### src/uartx_pkg.sv
`default_nettype none
package uartx_pkg;
	// register byte offsets on the bus
	localparam logic [7:0] ADDR_BAUD_DIV     = 8'h00;
	localparam logic [7:0] ADDR_LINE_MODE    = 8'h04;
	localparam logic [7:0] ADDR_CONTROL_MAIN = 8'h08;
	localparam logic [7:0] ADDR_STATUS_FIRST = 8'h0C;
	localparam logic [7:0] ADDR_CONTROL_EXT  = 8'h10;
	localparam logic [7:0] ADDR_DATA_PORT    = 8'h14;
	// line_control_ext fields
	localparam int EXT_RX_NINTH = 7;
	localparam int EXT_TX_NINTH = 6;
	localparam int EXT_PIN_DIR  = 5;
	localparam int EXT_OVR_IE   = 3;
	localparam int EXT_PF_IE    = 0;
	// line_mode fields
	localparam int MODE_LOOP   = 7;
	localparam int MODE_RECEIVE_SOURCE_SELECT   = 5;
	localparam int MODE_NINE   = 4;
	localparam int MODE_PAR_EN = 1;
	localparam int MODE_PAR_OD = 0;
	// line_control_main fields
	localparam int MAIN_TX_IE = 7;
	localparam int MAIN_RX_IE = 5;
	localparam int MAIN_TE    = 3;
	localparam int MAIN_RE    = 2;
	localparam int MAIN_SBK   = 0;
	// line_status_first fields
	localparam int STAT_TX_BUFFER_EMPTY = 7;
	localparam int STAT_TC   = 6;
	localparam int STAT_RX_BUFFER_FULL = 5;
	localparam int STAT_OVR  = 3;
	// reset values and timing
	localparam logic [12:0] BAUD_DIV_RESET = 13'h0004;
	localparam logic [7:0]  MODE_RESET     = 8'h00;
	localparam logic [7:0]  MAIN_RESET     = 8'h00;
	localparam logic [3:0]  FRAME_BITS_8   = 4'hA;
	localparam logic [3:0]  FRAME_BITS_9   = 4'hB;
	localparam logic [3:0]  RT_LAST        = 4'hF;
	localparam logic [3:0]  RT_SAMPLE_A    = 4'h7;
	localparam logic [3:0]  RT_SAMPLE_B    = 4'h8;
	localparam logic [3:0]  RT_SAMPLE_C    = 4'h9;
	localparam logic [3:0]  RT_START_A     = 4'h2;
	localparam logic [3:0]  RT_START_B     = 4'h4;
	localparam logic [3:0]  RT_START_C     = 4'h6;

	typedef enum logic [1:0] {
		RX_IDLE  = 2'b01,
		RX_FRAME = 2'b10
	} uartx_rx_state_type;

	typedef struct packed {
		logic [12:0]        baud_div;
		logic [7:0]         line_mode;
		logic [7:0]         control_main;
		logic               tx_ninth_bit;
		logic               single_wire_pin_dir;
		logic [3:0]         err_irq_en;
		logic [12:0]        baud_cnt;
		logic [3:0]         tx_rt;
		logic [7:0]         tx_buf;
		logic               tx_buf_ninth;
		logic               tx_buffer_empty;
		logic               tx_complete;
		logic [10:0]        tx_shift;
		logic [3:0]         tx_left;
		logic               tx_busy;
		logic               idle_queued;
		logic               break_queued;
		logic [1:0]         rx_sync;
		logic [1:0]         pin_sync;
		uartx_rx_state_type rx_state;
		logic [2:0]         rx_hist;
		logic [3:0]         rx_rt;
		logic [3:0]         rx_bitn;
		logic [1:0]         rx_zeros;
		logic [1:0]         rx_smp;
		logic               rx_prev;
		logic               rx_noise;
		logic [8:0]         rx_shift;
		logic [7:0]         rx_data;
		logic               rx_ninth_bit;
		logic               rx_buffer_full;
		logic               overrun_flag;
		logic               noise_flag;
		logic               framing_error_flag;
		logic               parity_error_flag;
		logic [4:0]         armed;
		logic [31:0]        prdata;
		logic               pready;
		logic               pslverr;
		logic               serial_out_pin;
		logic               serial_out_oe;
		logic               tx_irq;
		logic               rx_irq;
		logic               err_irq;
	} uartx_state_type;
endpackage
`default_nettype wire

### src/uartx_top.sv
// Our own choices: the register addresses and the APB slave port.
`default_nettype none
module uartx_top
	import uartx_pkg::*;
(
	input  wire logic        mclk,
	input  wire logic        reset_n,
	input  wire logic        clk_en,
	input  wire logic        psel,
	input  wire logic        penable,
	input  wire logic        pwrite,
	input  wire logic [7:0]  paddr,
	input  wire logic [31:0] pwdata,
	output var  logic [31:0] prdata,
	output var  logic        pready,
	output var  logic        pslverr,
	input  wire logic        serial_in_pin,
	input  wire logic        serial_out_pin_in,
	output var  logic        serial_out_pin,
	output var  logic        serial_out_oe,
	output var  logic        tx_irq,
	output var  logic        rx_irq,
	output var  logic        err_irq
);
	uartx_state_type st;
	uartx_state_type next_st;

	logic       take;
	logic       wr;
	logic       rd;
	logic       tick;
	logic       bit_tick;
	logic       nine;
	logic       single_wire;
	logic       rx_in;
	logic       majority;
	logic       par_bad;
	logic       break_seen;
	logic [3:0] frame_len;
	logic [3:0] stop_index;
	logic [7:0] status_value;
	logic [7:0] ext_value;
	logic [7:0] data_word;
	logic       data_ninth;
	logic [1:0] zero_sum;

	// next state: bus slave, baud generator, transmitter, receiver
	always_comb
	begin
		next_st = st;
		take = psel && penable && !st.pready;
		wr = take && pwrite;
		rd = take && !pwrite;
		nine = st.line_mode[MODE_NINE];
		single_wire = st.line_mode[MODE_LOOP] && st.line_mode[MODE_RECEIVE_SOURCE_SELECT];
		frame_len = nine ? FRAME_BITS_9 : FRAME_BITS_8;
		stop_index = nine ? 4'h9 : 4'h8;
		status_value = {st.tx_buffer_empty, st.tx_complete, st.rx_buffer_full, 1'b0,
			st.overrun_flag, st.noise_flag, st.framing_error_flag, st.parity_error_flag};
		ext_value = {st.rx_ninth_bit, st.tx_ninth_bit, st.single_wire_pin_dir,
			1'b0, st.err_irq_en};
		majority = 1'b0;
		par_bad = 1'b0;
		break_seen = 1'b0;
		data_word = 8'h00;
		data_ninth = 1'b0;
		zero_sum = 2'b00;

		// two-stage synchronisers for the pins
		next_st.rx_sync = {st.rx_sync[0], serial_in_pin};
		next_st.pin_sync = {st.pin_sync[0], serial_out_pin_in};
		if (single_wire)
		begin
			rx_in = st.pin_sync[1];
		end
		else if (st.line_mode[MODE_LOOP])
		begin
			rx_in = st.serial_out_pin;
		end
		else
		begin
			rx_in = st.rx_sync[1];
		end

		// bus answer: registered data, ready one cycle after the access starts
		next_st.pready = take;
		next_st.pslverr = 1'b0;
		if (!take)
		begin
			next_st.prdata = 32'h0000_0000;
		end
		else
		begin
			unique case (paddr)
				ADDR_BAUD_DIV:     next_st.prdata = {19'h00000, st.baud_div};
				ADDR_LINE_MODE:    next_st.prdata = {24'h000000, st.line_mode};
				ADDR_CONTROL_MAIN: next_st.prdata = {24'h000000, st.control_main};
				ADDR_STATUS_FIRST: next_st.prdata = {24'h000000, status_value};
				ADDR_CONTROL_EXT:  next_st.prdata = {24'h000000, ext_value};
				ADDR_DATA_PORT:    next_st.prdata = {24'h000000, st.rx_data};
				default:
				begin
					next_st.prdata = 32'h0000_0000;
					next_st.pslverr = 1'b1;
				end
			endcase
		end

		// register writes and their side effects
		if (wr && paddr == ADDR_BAUD_DIV)
			next_st.baud_div = pwdata[12:0];
		if (wr && paddr == ADDR_LINE_MODE)
			next_st.line_mode = pwdata[7:0];
		if (wr && paddr == ADDR_CONTROL_MAIN)
		begin
			next_st.control_main = pwdata[7:0];
			if (pwdata[MAIN_TE] && !st.control_main[MAIN_TE])
			begin
				next_st.idle_queued = 1'b1;
				next_st.tx_complete = 1'b0;
			end
			if (pwdata[MAIN_SBK] && !st.control_main[MAIN_SBK])
			begin
				next_st.break_queued = 1'b1;
				next_st.tx_complete = 1'b0;
			end
		end
		if (wr && paddr == ADDR_CONTROL_EXT)
		begin
			next_st.tx_ninth_bit = pwdata[EXT_TX_NINTH];
			next_st.single_wire_pin_dir = pwdata[EXT_PIN_DIR];
			next_st.err_irq_en = pwdata[EXT_OVR_IE:EXT_PF_IE];
		end
		if (wr && paddr == ADDR_DATA_PORT)
		begin
			next_st.tx_buf = pwdata[7:0];
			next_st.tx_buf_ninth = st.tx_ninth_bit;
			next_st.tx_buffer_empty = 1'b0;
			next_st.tx_complete = 1'b0;
		end

		// status read arms the flags that are set now
		if (rd && paddr == ADDR_STATUS_FIRST)
		begin
			next_st.armed = {st.rx_buffer_full, st.overrun_flag, st.noise_flag,
				st.framing_error_flag, st.parity_error_flag};
		end
		// data read clears the armed flags; later sets override below
		if (rd && paddr == ADDR_DATA_PORT)
		begin
			next_st.rx_buffer_full = st.rx_buffer_full && !st.armed[4];
			next_st.overrun_flag = st.overrun_flag && !st.armed[3];
			next_st.noise_flag = st.noise_flag && !st.armed[2];
			next_st.framing_error_flag = st.framing_error_flag && !st.armed[1];
			next_st.parity_error_flag = st.parity_error_flag && !st.armed[0];
			next_st.armed = 5'h00;
		end

		// shared 16x baud generator on the bus clock
		tick = 1'b0;
		if (st.baud_div != 13'h0000)
		begin
			if (st.baud_cnt == 13'h0000)
			begin
				tick = 1'b1;
				next_st.baud_cnt = st.baud_div - 13'h0001;
			end
			else
			begin
				next_st.baud_cnt = st.baud_cnt - 13'h0001;
			end
		end
		bit_tick = tick && st.tx_rt == RT_LAST;
		if (tick)
		begin
			next_st.tx_rt = st.tx_rt + 4'h1;
		end

		// transmit shifter: shift, then reload when free on the bit tick
		if (bit_tick)
		begin
			if (st.tx_busy)
			begin
				next_st.tx_shift = {1'b1, st.tx_shift[10:1]};
				next_st.tx_left = st.tx_left - 4'h1;
				next_st.tx_busy = st.tx_left != 4'h1;
			end
			if (!next_st.tx_busy)
			begin
				next_st.tx_left = frame_len;
				if (st.break_queued)
				begin
					next_st.tx_shift = 11'h000;
					next_st.tx_busy = 1'b1;
					next_st.break_queued = st.control_main[MAIN_SBK];
				end
				else if (st.idle_queued)
				begin
					next_st.tx_shift = 11'h7FF;
					next_st.tx_busy = 1'b1;
					next_st.idle_queued = 1'b0;
				end
				else if (!st.tx_buffer_empty && st.control_main[MAIN_TE])
				begin
					if (nine)
					begin
						next_st.tx_shift = {1'b1, st.tx_buf_ninth, st.tx_buf, 1'b0};
					end
					else
					begin
						next_st.tx_shift = {2'b11, st.tx_buf, 1'b0};
					end
					next_st.tx_busy = 1'b1;
					next_st.tx_buffer_empty = 1'b1;
				end
				else if (st.tx_busy)
				begin
					next_st.tx_complete = 1'b1;
				end
			end
		end

		// pin ownership: held while enabled, busy or an idle or break is still queued; single-wire mode follows the direction bit
		next_st.serial_out_pin = next_st.tx_busy ? next_st.tx_shift[0] : 1'b1;
		if (next_st.control_main[MAIN_TE] || next_st.tx_busy || next_st.idle_queued
			|| next_st.break_queued)
		begin
			next_st.serial_out_oe = single_wire ? next_st.single_wire_pin_dir : 1'b1;
		end
		else
		begin
			next_st.serial_out_oe = 1'b0;
		end

		// receiver on the 16x sample tick
		if (!st.control_main[MAIN_RE])
		begin
			next_st.rx_state = RX_IDLE;
			next_st.rx_hist = 3'b000;
		end
		else if (tick)
		begin
			unique case (st.rx_state)
				RX_IDLE:
				begin
					next_st.rx_hist = {st.rx_hist[1:0], rx_in};
					if (st.rx_hist == 3'b111 && !rx_in)
					begin
						next_st.rx_state = RX_FRAME;
						next_st.rx_rt = 4'h1;
						next_st.rx_bitn = 4'h0;
						next_st.rx_zeros = 2'b00;
						next_st.rx_noise = 1'b0;
					end
					next_st.rx_prev = rx_in;
				end
				RX_FRAME:
				begin
					next_st.rx_rt = st.rx_rt + 4'h1;
					next_st.rx_prev = rx_in;
					if (st.rx_bitn == 4'h0)
					begin
						// start bit verification at RT3, RT5, RT7
						if (st.rx_rt == RT_START_A || st.rx_rt == RT_START_B
							|| st.rx_rt == RT_START_C)
						begin
							next_st.rx_zeros = st.rx_zeros + {1'b0, !rx_in};
							next_st.rx_noise = st.rx_noise | rx_in;
						end
						zero_sum = st.rx_zeros + {1'b0, !rx_in};
						if (st.rx_rt == RT_START_C && zero_sum < 2'h2)
						begin
							next_st.rx_state = RX_IDLE;
							next_st.rx_hist = 3'b000;
						end
					end
					else if (st.rx_prev && !rx_in)
						next_st.rx_rt = 4'h1;
					if (st.rx_rt == RT_SAMPLE_A)
						next_st.rx_smp[0] = rx_in;
					if (st.rx_rt == RT_SAMPLE_B)
						next_st.rx_smp[1] = rx_in;
					if (st.rx_rt == RT_SAMPLE_C)
					begin
						majority = (st.rx_smp[0] & st.rx_smp[1]) | (st.rx_smp[0] & rx_in)
							| (st.rx_smp[1] & rx_in);
						if (!(st.rx_smp[0] == rx_in && st.rx_smp[1] == rx_in))
							next_st.rx_noise = 1'b1;
						if (st.rx_bitn != 4'h0 && st.rx_bitn <= stop_index)
							next_st.rx_shift = {majority, st.rx_shift[8:1]};
						if (st.rx_bitn == stop_index + 4'h1)
						begin
							// stop bit: hand the character to the buffer
							data_word = nine ? st.rx_shift[7:0] : st.rx_shift[8:1];
							data_ninth = nine ? st.rx_shift[8] : st.rx_ninth_bit;
							par_bad = st.line_mode[MODE_PAR_EN] && ((^data_word)
								^ (nine & data_ninth) ^ st.line_mode[MODE_PAR_OD]);
							break_seen = !majority && data_word == 8'h00
								&& !(nine && data_ninth);
							if (st.rx_buffer_full)
							begin
								next_st.overrun_flag = 1'b1;
							end
							else if (!st.framing_error_flag)
							begin
								next_st.rx_data = data_word;
								next_st.rx_ninth_bit = data_ninth;
								next_st.rx_buffer_full = 1'b1;
								next_st.noise_flag = next_st.rx_noise;
								next_st.framing_error_flag = !majority;
								next_st.parity_error_flag = par_bad;
							end
							next_st.rx_state = RX_IDLE;
							next_st.rx_hist = break_seen ? 3'b000 : 3'b111;
						end
					end
					if (st.rx_rt == RT_LAST)
						next_st.rx_bitn = st.rx_bitn + 4'h1;
				end
				default:
				begin
					next_st.rx_state = RX_IDLE;
				end
			endcase
		end

		// request outputs
		next_st.tx_irq = st.control_main[MAIN_TX_IE] && next_st.tx_buffer_empty;
		next_st.rx_irq = st.control_main[MAIN_RX_IE] && next_st.rx_buffer_full;
		next_st.err_irq = (st.err_irq_en[3] && next_st.overrun_flag)
			|| (st.err_irq_en[2] && next_st.noise_flag)
			|| (st.err_irq_en[1] && next_st.framing_error_flag)
			|| (st.err_irq_en[0] && next_st.parity_error_flag);
	end

	// state register with clock enable
	always_ff @(posedge mclk or negedge reset_n)
	begin
		if (!reset_n)
		begin
			st <= '0;
			st.baud_div <= BAUD_DIV_RESET;
			st.line_mode <= MODE_RESET;
			st.control_main <= MAIN_RESET;
			st.tx_buffer_empty <= 1'b1;
			st.tx_complete <= 1'b1;
			st.tx_shift <= 11'h7FF;
			st.rx_state <= RX_IDLE;
			st.serial_out_pin <= 1'b1;
		end
		else if (clk_en)
		begin
			st <= next_st;
		end
	end

	// outputs straight from the state register
	assign prdata = st.prdata;
	assign pready = st.pready;
	assign pslverr = st.pslverr;
	assign serial_out_pin = st.serial_out_pin;
	assign serial_out_oe = st.serial_out_oe;
	assign tx_irq = st.tx_irq;
	assign rx_irq = st.rx_irq;
	assign err_irq = st.err_irq;
endmodule
`default_nettype wire

### config.mk
export PLATFORM = sky130hd
export DESIGN_NAME = uartx_top
export DESIGN_NICKNAME = d
export VERILOG_FILES = /design/src/uartx_pkg.sv /design/src/uartx_top.sv
export SDC_FILE = /design/constraint.sdc
export NUM_CORES = 1
export LEC_CHECK = 0
export BUFFER_PORTS_ARGS = -buffer_cell sky130_fd_sc_hd__buf_4
export CAP_MARGIN = 25
export CORE_ASPECT_RATIO = 0.6
export CORE_MARGIN = 8
export CORE_UTILIZATION = 24
export CTS_CLUSTER_DIAMETER = 30
export DETAILED_ROUTE_END_ITERATION = 6
export SYNTH_ARGS = -nofsm -noshare
export SYNTH_HDL_FRONTEND = slang
export SYNTH_SLANG_ARGS = --single-unit
### constraint.sdc
create_clock -name mclk -period 6.2 [get_ports mclk]
set_input_delay 1.24 -clock mclk [delete_from_list [all_inputs] [get_ports mclk]]
set_output_delay 1.24 -clock mclk [all_outputs]
set_load 0.01 [all_outputs]
# Word-level counts from Yosys, hierarchy flattened
# Index checks and enable logic that the tools add are counted.
# classes
n_addsub	8
order_cmp	2
n_eq_ne	28
n_mux	83
bitwise	11
reduce_logical	87
# op_table
operator	count
$pmux W13 S6	1
$mux W10	5
$mux W42	1
$mux W20	2
$mux W5	8
$logic_and A1 B1 Y1	36
$mux W1	36
$mux W11	3
$mux W16	2
$mux W13	2
$pmux W13 S2	1
$sub A13 B1 Y13 const B	2
$mux W24	1
$mux W23	1
$reduce_and A2 Y1	9
$add A4 B1 Y4 const B	4
$eq A4 B4 Y1 const B	4
$eq A8 B4 Y1 const B	2
$eq A8 B5 Y1 const B	2
$logic_not A8 Y1	2
$mux W2	8
$mux W4	4
$reduce_and A5 Y1	3
$mux W14	1
other kinds (39)	79
# word_totals
ff_bits	171
in_bits	48
out_inout_bits	39
wordCells	266

# Depth between registers and ports, before layout
# Gate-level depths: netlist (run 1).
# logic_depth
ltp_word	20
depth_mapped	13
mapped_depth_nobuf	11

# Least setup slack after synthesis (run 1)
# Ideal clock, no wire load.
# synth_path
path_kind	input -> register
start	in paddr[7]
end	reg st[162] (netlist bit)
setup_time_ns	0.125
arrival_time_ns	3.248
required_ns	6.075
setup_slack_ns	2.828
path_stages	7
n_path_buf	2
path_cell_list	or2_2 nor4_1 nand2_1 or4_1 clkbuf_1 clkbuf_1 mux2_2
# synth_via
elab_chain_cells	3
# synth_rtl
item	line_no	source
from (decl)	uartx_top.sv:12	input wire logic [7:0] paddr,
$logic_not A8 Y1	uartx_top.sv:110	if (wr && paddr == ADDR_BAUD_DIV)
$logic_and A1 B1 Y1	uartx_top.sv:110	
$reduce_and A2 Y1 (no line)	-	
to (signal assigned)	uartx_top.sv:353	st <= next_st;
to (decl)	uartx_top.sv:25	uartx_state_type st;
# Every way passes these cells.
# A chain may end at the register's enable or synchronous reset.

# Worst setup path after layout (run 1)
# layout_path
start	reg st[129] (netlist bit)
end	reg st[133] (netlist bit)
# layout_via
elab_chain_cells	2
word_cells_on_any_way	3
classes_between	add/sub: 1; mux: 1; reduce/logical: 1
# layout_rtl
item	line_no	source
$sub A13 B1 Y13 or $logic_not A13 Y1 (tied branches)	uartx_top.sv:170, uartx_top.sv:163	
$mux W13 (*)	uartx_top.sv:163	if (st.baud_cnt == 13'h0000)
# Mark *: on every way between the ends. The rest lies on a longest branch, timed or not.

==> impl_metrics.xml, run 1 <==
<?xml version="1.0" encoding="UTF-8"?>
<metrics>
  <group name="yosys">
    <metric name="yosysWarnings" unit="">0</metric>
    <metric name="async_flop_share" unit="%">100</metric>
    <metric name="synth-seq-cells" unit="">152</metric>
    <metric name="synth_top_cells_by_area" unit="">dfrtp_1 (41%), mux2_2 (8.9%), dfstp_2 (5.1%)</metric>
    <metric name="netlist.area_leader.share" unit="%">41.4</metric>
    <metric name="synth.lib_cells_used.distinct" unit="">81</metric>
    <metric name="syn_area_per_cell" unit="um^2">10.3</metric>
    <metric name="post_synth_inst_count" unit="">799</metric>
    <metric name="synth_area_leader_cell" unit="">dfrtp_1</metric>
    <metric name="syn_area" unit="um^2">8220</metric>
    <metric name="number_of_synthesized_flops_with_an_enable_pin" unit="">0</metric>
    <metric name="seq_area_frac_synth" unit="%">46.5</metric>
    <metric name="dominantRegCellSynth" unit="">dfrtp_1</metric>
  </group>
  <group name="cells_and_area">
    <metric name="antenna_cells_inserted" unit="">0</metric>
    <metric name="net_count_of_the_finished_layout" unit="">893</metric>
    <metric name="layout_commonest_cell" unit="">dfrtp_1</metric>
    <metric name="syn2layout_area_growth" unit="%">14.8</metric>
    <metric name="final_cell_mix" unit="">dfrtp_1 (136), nand2_1 (81), mux2_2 (65), o21ai_0 (59), buf_4 (51)</metric>
    <metric name="share_of_post_route_cells_with_drive_strength_above_1" unit="%">23.5</metric>
    <metric name="final_area" unit="um^2">9440</metric>
  </group>
  <group name="clock_tree">
    <metric name="post_cts_buffers" unit="">0</metric>
    <metric name="clkSlewWorstSetupHoldPaths" unit="ns">0.07</metric>
    <metric name="insertion_delay" unit="ns">0.44</metric>
    <metric name="clk_path_buf_depth" unit="">2</metric>
    <metric name="cts-resized-gates" unit="">0</metric>
    <metric name="clock_tree.htree_level_count" unit="">4</metric>
    <metric name="cts.sink_count" unit="">152</metric>
    <metric name="clk_tree_root_cell" unit="">clkbuf_16</metric>
    <metric name="holdBufCountCts" unit="">0</metric>
    <metric name="cts_made_buffers" unit="">17</metric>
    <metric name="tritoncts_clock_tree" unit="">done</metric>
  </group>
  <group name="routing">
    <metric name="detail_route.vias_per_cell" unit="">4.87</metric>
    <metric name="drt_pre_antenna_iters" unit="">7</metric>
    <metric name="dr.first_iter.drc_count" unit="">479</metric>
    <metric name="vias_after_detailed_routing" unit="">6313</metric>
    <metric name="final_antenna_net_count" unit="">0</metric>
    <metric name="drt_wl_total" unit="mm">22.3</metric>
    <metric name="route.detailed.wl_per_inst" unit="um">17.2</metric>
    <metric name="post-route-drc-count" unit="">0</metric>
  </group>
  <group name="outcome">
    <metric name="run_status" unit="">finished, final reports clean</metric>
  </group>
  <group name="power">
    <metric name="p_per_area" unit="nW/um^2">255</metric>
    <metric name="irDropWorstVdd" unit="uV">214</metric>
    <metric name="power.static_leakage" unit="nW">4.13</metric>
  </group>
  <group name="hold_path">
    <metric name="worstHoldStart" unit="">st[122]</metric>
    <metric name="worst_hold_path.endpoint" unit="">st[122]</metric>
    <metric name="cell_depth_of_the_worst_min_delay_path" unit="">1</metric>
    <metric name="holdCritPathClass" unit="">reg2reg</metric>
  </group>
  <group name="placed_design">
    <metric name="hpwl" unit="mm">16.4</metric>
    <metric name="last_weighted_congestion_value_of_the_routability_driven_placer" unit="">0.827</metric>
    <metric name="post_dp_cell_area" unit="um^2">8840</metric>
    <metric name="portBuffers" unit="">48</metric>
  </group>
  <group name="sta">
    <metric name="highest_clock_frequency_the_design_can_meet" unit="MHz">272</metric>
    <metric name="hold_slack" unit="ns">0.473</metric>
    <metric name="finalCritPeriodShare" unit="%">59.3</metric>
    <metric name="slew_viol_final" unit="">0</metric>
    <metric name="final-hold-violation-count" unit="">0</metric>
    <metric name="maxSlewHeadroom" unit="%">28.3</metric>
    <metric name="setup-tns-final" unit="ns">0</metric>
    <metric name="finalSetupViolCount" unit="">0</metric>
    <metric name="worst_clock_skew" unit="ns">0.0156</metric>
    <metric name="post-route-min-period" unit="ns">3.68</metric>
    <metric name="timing_worst_slew_pin_value" unit="ns">1.07</metric>
    <metric name="grt_setup_unrepaired" unit="">false</metric>
  </group>
  <group name="floorplan">
    <metric name="chipWidth" unit="um">255</metric>
    <metric name="die_area" unit="um^2">40600</metric>
    <metric name="top_level_ports" unit="">87</metric>
    <metric name="num_rows" unit="">52</metric>
    <metric name="initial_utilization" unit="%">24.4</metric>
    <metric name="chipHeight" unit="um">159</metric>
    <metric name="core_region_area" unit="um^2">33700</metric>
  </group>
  <group name="setup_path">
    <metric name="critPathMaxFanout" unit="">10</metric>
    <metric name="cp-end-kind" unit="">register</metric>
    <metric name="crit_path_dat" unit="ns">3.99</metric>
    <metric name="reg2reg_setup_slack" unit="ns">2.52</metric>
    <metric name="critical_path.reg2reg.endpoint" unit="">st[133]</metric>
    <metric name="critical_path.reg2reg.startpoint" unit="">st[129]</metric>
    <metric name="critical_path.startpoint_type" unit="">register</metric>
    <metric name="timing.reg2reg.worst_path_depth" unit="">12</metric>
    <metric name="critPathKind" unit="">reg2reg</metric>
    <metric name="worst-endpoint-required" unit="ns">6.51</metric>
  </group>
  <group name="grt">
    <metric name="grt_util_all_layers" unit="%">11.1</metric>
    <metric name="grt_antenna_before_repair" unit="">1</metric>
    <metric name="grt_overflow_total" unit="">0</metric>
    <metric name="grt_pass1_wl" unit="mm">35.6</metric>
    <metric name="first_global_vias" unit="">6066</metric>
    <metric name="grt_start_max_net_pins" unit="">98</metric>
  </group>
  <group name="job">
    <metric name="drv_cap" unit="">0</metric>
  </group>
</metrics>
## stage by stage
step	power, W	utilization (%)	instances	setup slack, ns
3_3_place_gp	0.00137	26.2	1263	2.15
3_5_place_dp	0.00138	26.2	1263	2.17
2_1_floorplan	0.00128	-	817	2.83
4_1_cts	0.00242	27.9	1295	2.16
6_report	0.00240	28.0	1297	2.52
5_1_grt	0.00250	28.0	1297	2.31
## cells in the mapped netlist (4+ instances only)
cell type    n
mux2i_1     16
a211oi_1     8
buf_6        5
a22oi_1      8
and2_1       7
a221oi_1     8
o21ai_0     59
a41oi_1      4
a31oi_1     11
buf_4       33
nand4_1     11
o31ai_1      4
a22o_1      12
mux2_2      65
nor4_1       6
nor3_1      17
o21bai_1     9
nand2_1     81
ha_1        20
dfrtp_1    136
dfstp_2     16
xnor2_1      9
clkbuf_1    24
and3_1       7
a21oi_1     38
o2bb2ai_1   13
nand3_1     17
nand3b_1     4
xor2_1       4
inv_1       22
nand2b_1     6
or2_2        4
o22ai_1      9
nor2_1      38
## worst max-delay path, stage by stage (launching register included)
cell and delay, ns:
dfrtp_1 0.45, or4_4 0.54, or4_1 0.62, nor2_1 0.50, buf_6 0.22, a21oi_1 0.09
ha_1 0.23, nand2b_1 0.09, a41oi_1 0.07, and3_1 0.30, nand3_1 0.15, mux2i_1 0.20
nand3_1 0.09
## cell type report
cell class,count,area (um^2)
flip-flops and latches,152,3820
fillers,3582,24300
clock inverters,14,140
clock buffers,18,439
well taps,459,574
multi-input cells,578,3970
inverters,22,82.6
repair buffers,54,410
## registers in the layout, summed over array words and instances, names as in the netlist
signal          count
ext_value           7
rx_irq              1
next_st             2
pslverr             1
serial_out_oe       1
pready              1
tx_irq              1
err_irq             1
nine                1
prdata             13
st                122
serial_out_pin      1
## cells by family (layout without fill, tap and decap cells)
kind of cell,after synthesis,count (layout),share of synthesized area [%]
fa+ha+maj,20,20,3.05
flops,152,152,46.5
mux,81,81,10.9
other cells,1,19,0.0456
compound gates,211,211,17.0
buf+inv,87,108,6.09
xor+xnor,13,13,1.39
simple gates,234,234,15.0
## worst max-delay path by stage
stage | startpoint | end | slack [ns] | cells past startpoint
after floorplan | paddr[7] | st[162] | 2.83 | 7
after global placement | paddr[6] | st[149] | 2.15 | 6
after detailed placement | st[129] | st[133] | 2.17 | 11
after CTS | st[129] | st[133] | 2.16 | 11
after global routing | st[129] | st[133] | 2.31 | 12
final | st[129] | st[133] | 2.52 | 12
## report_power, final
group | internal (W) | switching (W) | total (W)
combinational | 0.000114 | 0.000182 | 0.000295
clock | 0.000574 | 0.000461 | 0.00103
sequential | 0.00103 | 0.0000411 | 0.00107
total | 0.00172 | 0.000684 | 0.00240
## per-layer routing
| layer | vias to the layer above | part of all wire, % | global-route usage, % |
|---|---|---|---|
| met1 | 3136 | 52 | 17.6 |
| met4 | 0 | 0.82 | 2.76 |
| li1 | 2944 | - | - |
| met5 | - | 0 | 0 |
| met3 | 15 | 8.2 | 3.23 |
| met2 | 218 | 39 | 14.1 |
Power figures use the tool's default switching activity.
==> run 2, diff against run 1 <==
==> constraint.sdc (replaced) <==
create_clock -name mclk -period 3.1 [get_ports mclk]
set_input_delay 0.62 -clock mclk [delete_from_list [all_inputs] [get_ports mclk]]
set_output_delay 0.62 -clock mclk [all_outputs]
set_load 0.01 [all_outputs]
==> run 2 against run 1 <==
  * Combinational power rose by 130%
  * Sequential power rose by 100%
  * Wire length rose by 3.5%
  * Critical path type unchanged
  * Sequential cell count did not move
  * Register-to-register slack got worse by 2.3 ns
  * Final area rose by 3.1%
  * Highest routed layer unchanged
  * Clock power rose by 100%
  * Setup slack got worse by 2.3 ns
  * Sequential share of layout area fell by 1.2 points
  * Utilization rose by 0.87 points
  * Via count rose by 3.1%
==> impl_metrics.xml, run 2 (synthesis gave the netlist of run 1 again) <==
<?xml version="1.0" encoding="UTF-8"?>
<metrics>
  <group name="sta">
    <metric name="grt_setup_unrepaired" unit="">false</metric>
    <metric name="finalSetupViolCount" unit="">0</metric>
    <metric name="post-route-min-period" unit="ns">2.88</metric>
    <metric name="highest_clock_frequency_the_design_can_meet" unit="MHz">347</metric>
    <metric name="slew_viol_final" unit="">0</metric>
    <metric name="maxSlewHeadroom" unit="%">51.5</metric>
    <metric name="worst_clock_skew" unit="ns">0.0116</metric>
    <metric name="timing_worst_slew_pin_value" unit="ns">0.728</metric>
    <metric name="setup-tns-final" unit="ns">0</metric>
    <metric name="final-hold-violation-count" unit="">0</metric>
    <metric name="finalCritPeriodShare" unit="%">93.1</metric>
  </group>
  <group name="routing">
    <metric name="drt_wl_total" unit="mm">23.1</metric>
    <metric name="vias_after_detailed_routing" unit="">6508</metric>
    <metric name="route.detailed.wl_per_inst" unit="um">17.4</metric>
    <metric name="dr.first_iter.drc_count" unit="">528</metric>
    <metric name="post-route-drc-count" unit="">0</metric>
    <metric name="drt_pre_antenna_iters" unit="">5</metric>
    <metric name="detail_route.vias_per_cell" unit="">4.89</metric>
    <metric name="final_antenna_net_count" unit="">0</metric>
  </group>
  <group name="cells_and_area">
    <metric name="number_of_flip_flops_in_the_largest_register" unit="">122</metric>
    <metric name="share_of_post_route_cells_with_drive_strength_above_1" unit="%">26.2</metric>
    <metric name="largest-register" unit="">st</metric>
    <metric name="layout_commonest_cell" unit="">dfrtp_1</metric>
    <metric name="final_area" unit="um^2">9730</metric>
    <metric name="final_cell_mix" unit="">dfrtp_1 (136), buf_4 (83), nand2_1 (81), mux2_2 (65), o21ai_0 (59)</metric>
    <metric name="final-seq-area" unit="um^2">3820</metric>
    <metric name="syn2layout_area_growth" unit="%">18.4</metric>
    <metric name="multi_input_comb_area" unit="um^2">3980</metric>
    <metric name="net_count_of_the_finished_layout" unit="">926</metric>
    <metric name="antenna_cells_inserted" unit="">0</metric>
    <metric name="layout.filler_cells" unit="">3578</metric>
    <metric name="fraction_of_the_core_area_covered_by_cells_at_the_end_of_the_flow" unit="%">28.9</metric>
  </group>
  <group name="placed_design">
    <metric name="hpwl" unit="mm">17.1</metric>
    <metric name="last_weighted_congestion_value_of_the_routability_driven_placer" unit="">0.846</metric>
    <metric name="portBuffers" unit="">48</metric>
    <metric name="post_dp_cell_area" unit="um^2">9140</metric>
  </group>
  <group name="job">
    <metric name="drv_cap" unit="">0</metric>
  </group>
  <group name="power">
    <metric name="share_seq_of_total_power" unit="%">44.1</metric>
    <metric name="irDropWorstVdd" unit="uV">371</metric>
    <metric name="power.static_leakage" unit="nW">4.29</metric>
    <metric name="combPwrFrac" unit="%">13.7</metric>
    <metric name="p_per_area" unit="nW/um^2">501</metric>
    <metric name="power_frac_clock" unit="%">42.3</metric>
    <metric name="p_int" unit="W">0.00355</metric>
    <metric name="p_switching" unit="W">0.00132</metric>
    <metric name="switching_share" unit="%">27.2</metric>
  </group>
  <group name="grt">
    <metric name="grt_util_all_layers" unit="%">11.6</metric>
    <metric name="first_global_vias" unit="">6307</metric>
    <metric name="grt_pass1_wl" unit="mm">37.1</metric>
    <metric name="grt_start_max_net_pins" unit="">74</metric>
    <metric name="grt_overflow_total" unit="">0</metric>
    <metric name="grt_antenna_before_repair" unit="">0</metric>
  </group>
  <group name="clock_tree">
    <metric name="clk_tree_root_cell" unit="">clkbuf_16</metric>
    <metric name="tritoncts_clock_tree" unit="">done</metric>
    <metric name="clk_path_buf_depth" unit="">2</metric>
    <metric name="clock_tree.htree_level_count" unit="">4</metric>
    <metric name="insertion_delay" unit="ns">0.44</metric>
    <metric name="clkSlewWorstSetupHoldPaths" unit="ns">0.06</metric>
    <metric name="cts_made_buffers" unit="">17</metric>
    <metric name="cts.sink_count" unit="">152</metric>
    <metric name="post_cts_buffers" unit="">0</metric>
  </group>
  <group name="floorplan">
    <metric name="chipHeight" unit="um">159</metric>
    <metric name="die_area" unit="um^2">40600</metric>
    <metric name="chipWidth" unit="um">255</metric>
    <metric name="initial_utilization" unit="%">24.4</metric>
    <metric name="num_rows" unit="">52</metric>
    <metric name="top_level_ports" unit="">87</metric>
    <metric name="core_region_area" unit="um^2">33700</metric>
  </group>
  <group name="setup_path">
    <metric name="critPathMaxFanout" unit="">6</metric>
    <metric name="critical_path.startpoint_type" unit="">register</metric>
    <metric name="critical_path.reg2reg.startpoint" unit="">st[130]</metric>
    <metric name="critical_path.startpoint" unit="">st[130]</metric>
    <metric name="worst-endpoint-required" unit="ns">3.41</metric>
    <metric name="cp-end-kind" unit="">register</metric>
    <metric name="crit_path_dat" unit="ns">3.20</metric>
    <metric name="critPathKind" unit="">reg2reg</metric>
    <metric name="reg2reg_setup_slack" unit="ns">0.22</metric>
  </group>
  <group name="outcome">
    <metric name="run_status" unit="">finished, final reports clean</metric>
  </group>
  <group name="hold_path">
    <metric name="holdCritPathClass" unit="">in2async</metric>
  </group>
</metrics>
## run 2: changes by cell type in the layout (fill, tap and decap cells not counted), sizes merged
| cell | delta |
|---|---|
| clkinvlp | +3 |
| clkinv | -4 |
| bufinv | +1 |
| clkbuf | +3 |
| inv | -4 |
| buf | +34 |
## run 2: per-layer routing
| metal | vias up | GRT usage, % | wire, um |
|---|---|---|---|
| li1 | 3003 | - | - |
| met2 | 222 | 14.3 | 8750 |
| met4 | 0 | 2.96 | 276 |
| met1 | 3262 | 18.9 | 12500 |
| met3 | 21 | 3.00 | 1590 |
| met5 | - | 0 | 0 |
## run 2: final cells by class
type | count | share of cell area, %
multi-input combinational | 578 | 40.9
sequential | 152 | 39.3
timing repair buffer | 87 | 7.14
tap | 459 | 5.90
clock buffer | 22 | 4.67
clock inverter | 10 | 1.26
inverter | 22 | 0.849
## run 2: stage by stage
stage	power, W	std cells	worst slack [ns]	hold slack (ns)
floorplan	0.00256	817	0.0331	0.324
global placement	0.00282	1298	0.155	0.466
detailed placement	0.00283	1298	0.0818	0.475
CTS	0.00490	1330	0.0876	0.250
global route	0.00508	1330	0.0155	0.265
finish	0.00487	1330	0.215	0.195
## run 2: final timing paths
| check | depth (start not counted) | endpoint |
|---|---|---|
| worst max-delay path | 11 | st[133] |
| worst min-delay path | 1 | st[115] |
| worst max register to register | 11 | st[133] |
| worst min register to register | 1 | st[122] |
| max in group asynchronous | 2 | st[84] |
| min in group mclk | 2 | next_st[89] |
## run 2: repair_timing
| item | CTS | global route |
|---|---|---|
| hold buffers | 0 | 0 |
| setup endpoints to repair | 0 | 4 |
| resized for setup | 0 | 2 |
## run 2: power by group through the flow
stage / clock [W] / combinational [W] / sequential [W]
floorplan: 0 / 0.000409 / 0.00215
global placement: 0 / 0.000642 / 0.00217
detailed placement: 0 / 0.000654 / 0.00218
CTS: 0.00210 / 0.000658 / 0.00214
global route: 0.00218 / 0.000743 / 0.00216
finish: 0.00206 / 0.000665 / 0.00215
## run 2: worst max-delay path, cell delays in order (launching register included)
cell	delay, ns
dfrtp_1	0.39
or4_4	0.54
or4_4	0.52
nor2_4	0.16
a21oi_1	0.09
ha_1	0.21
nand2b_1	0.11
a41oi_1	0.08
and3_1	0.27
nand3_1	0.13
mux2i_1	0.19
nand3_1	0.08
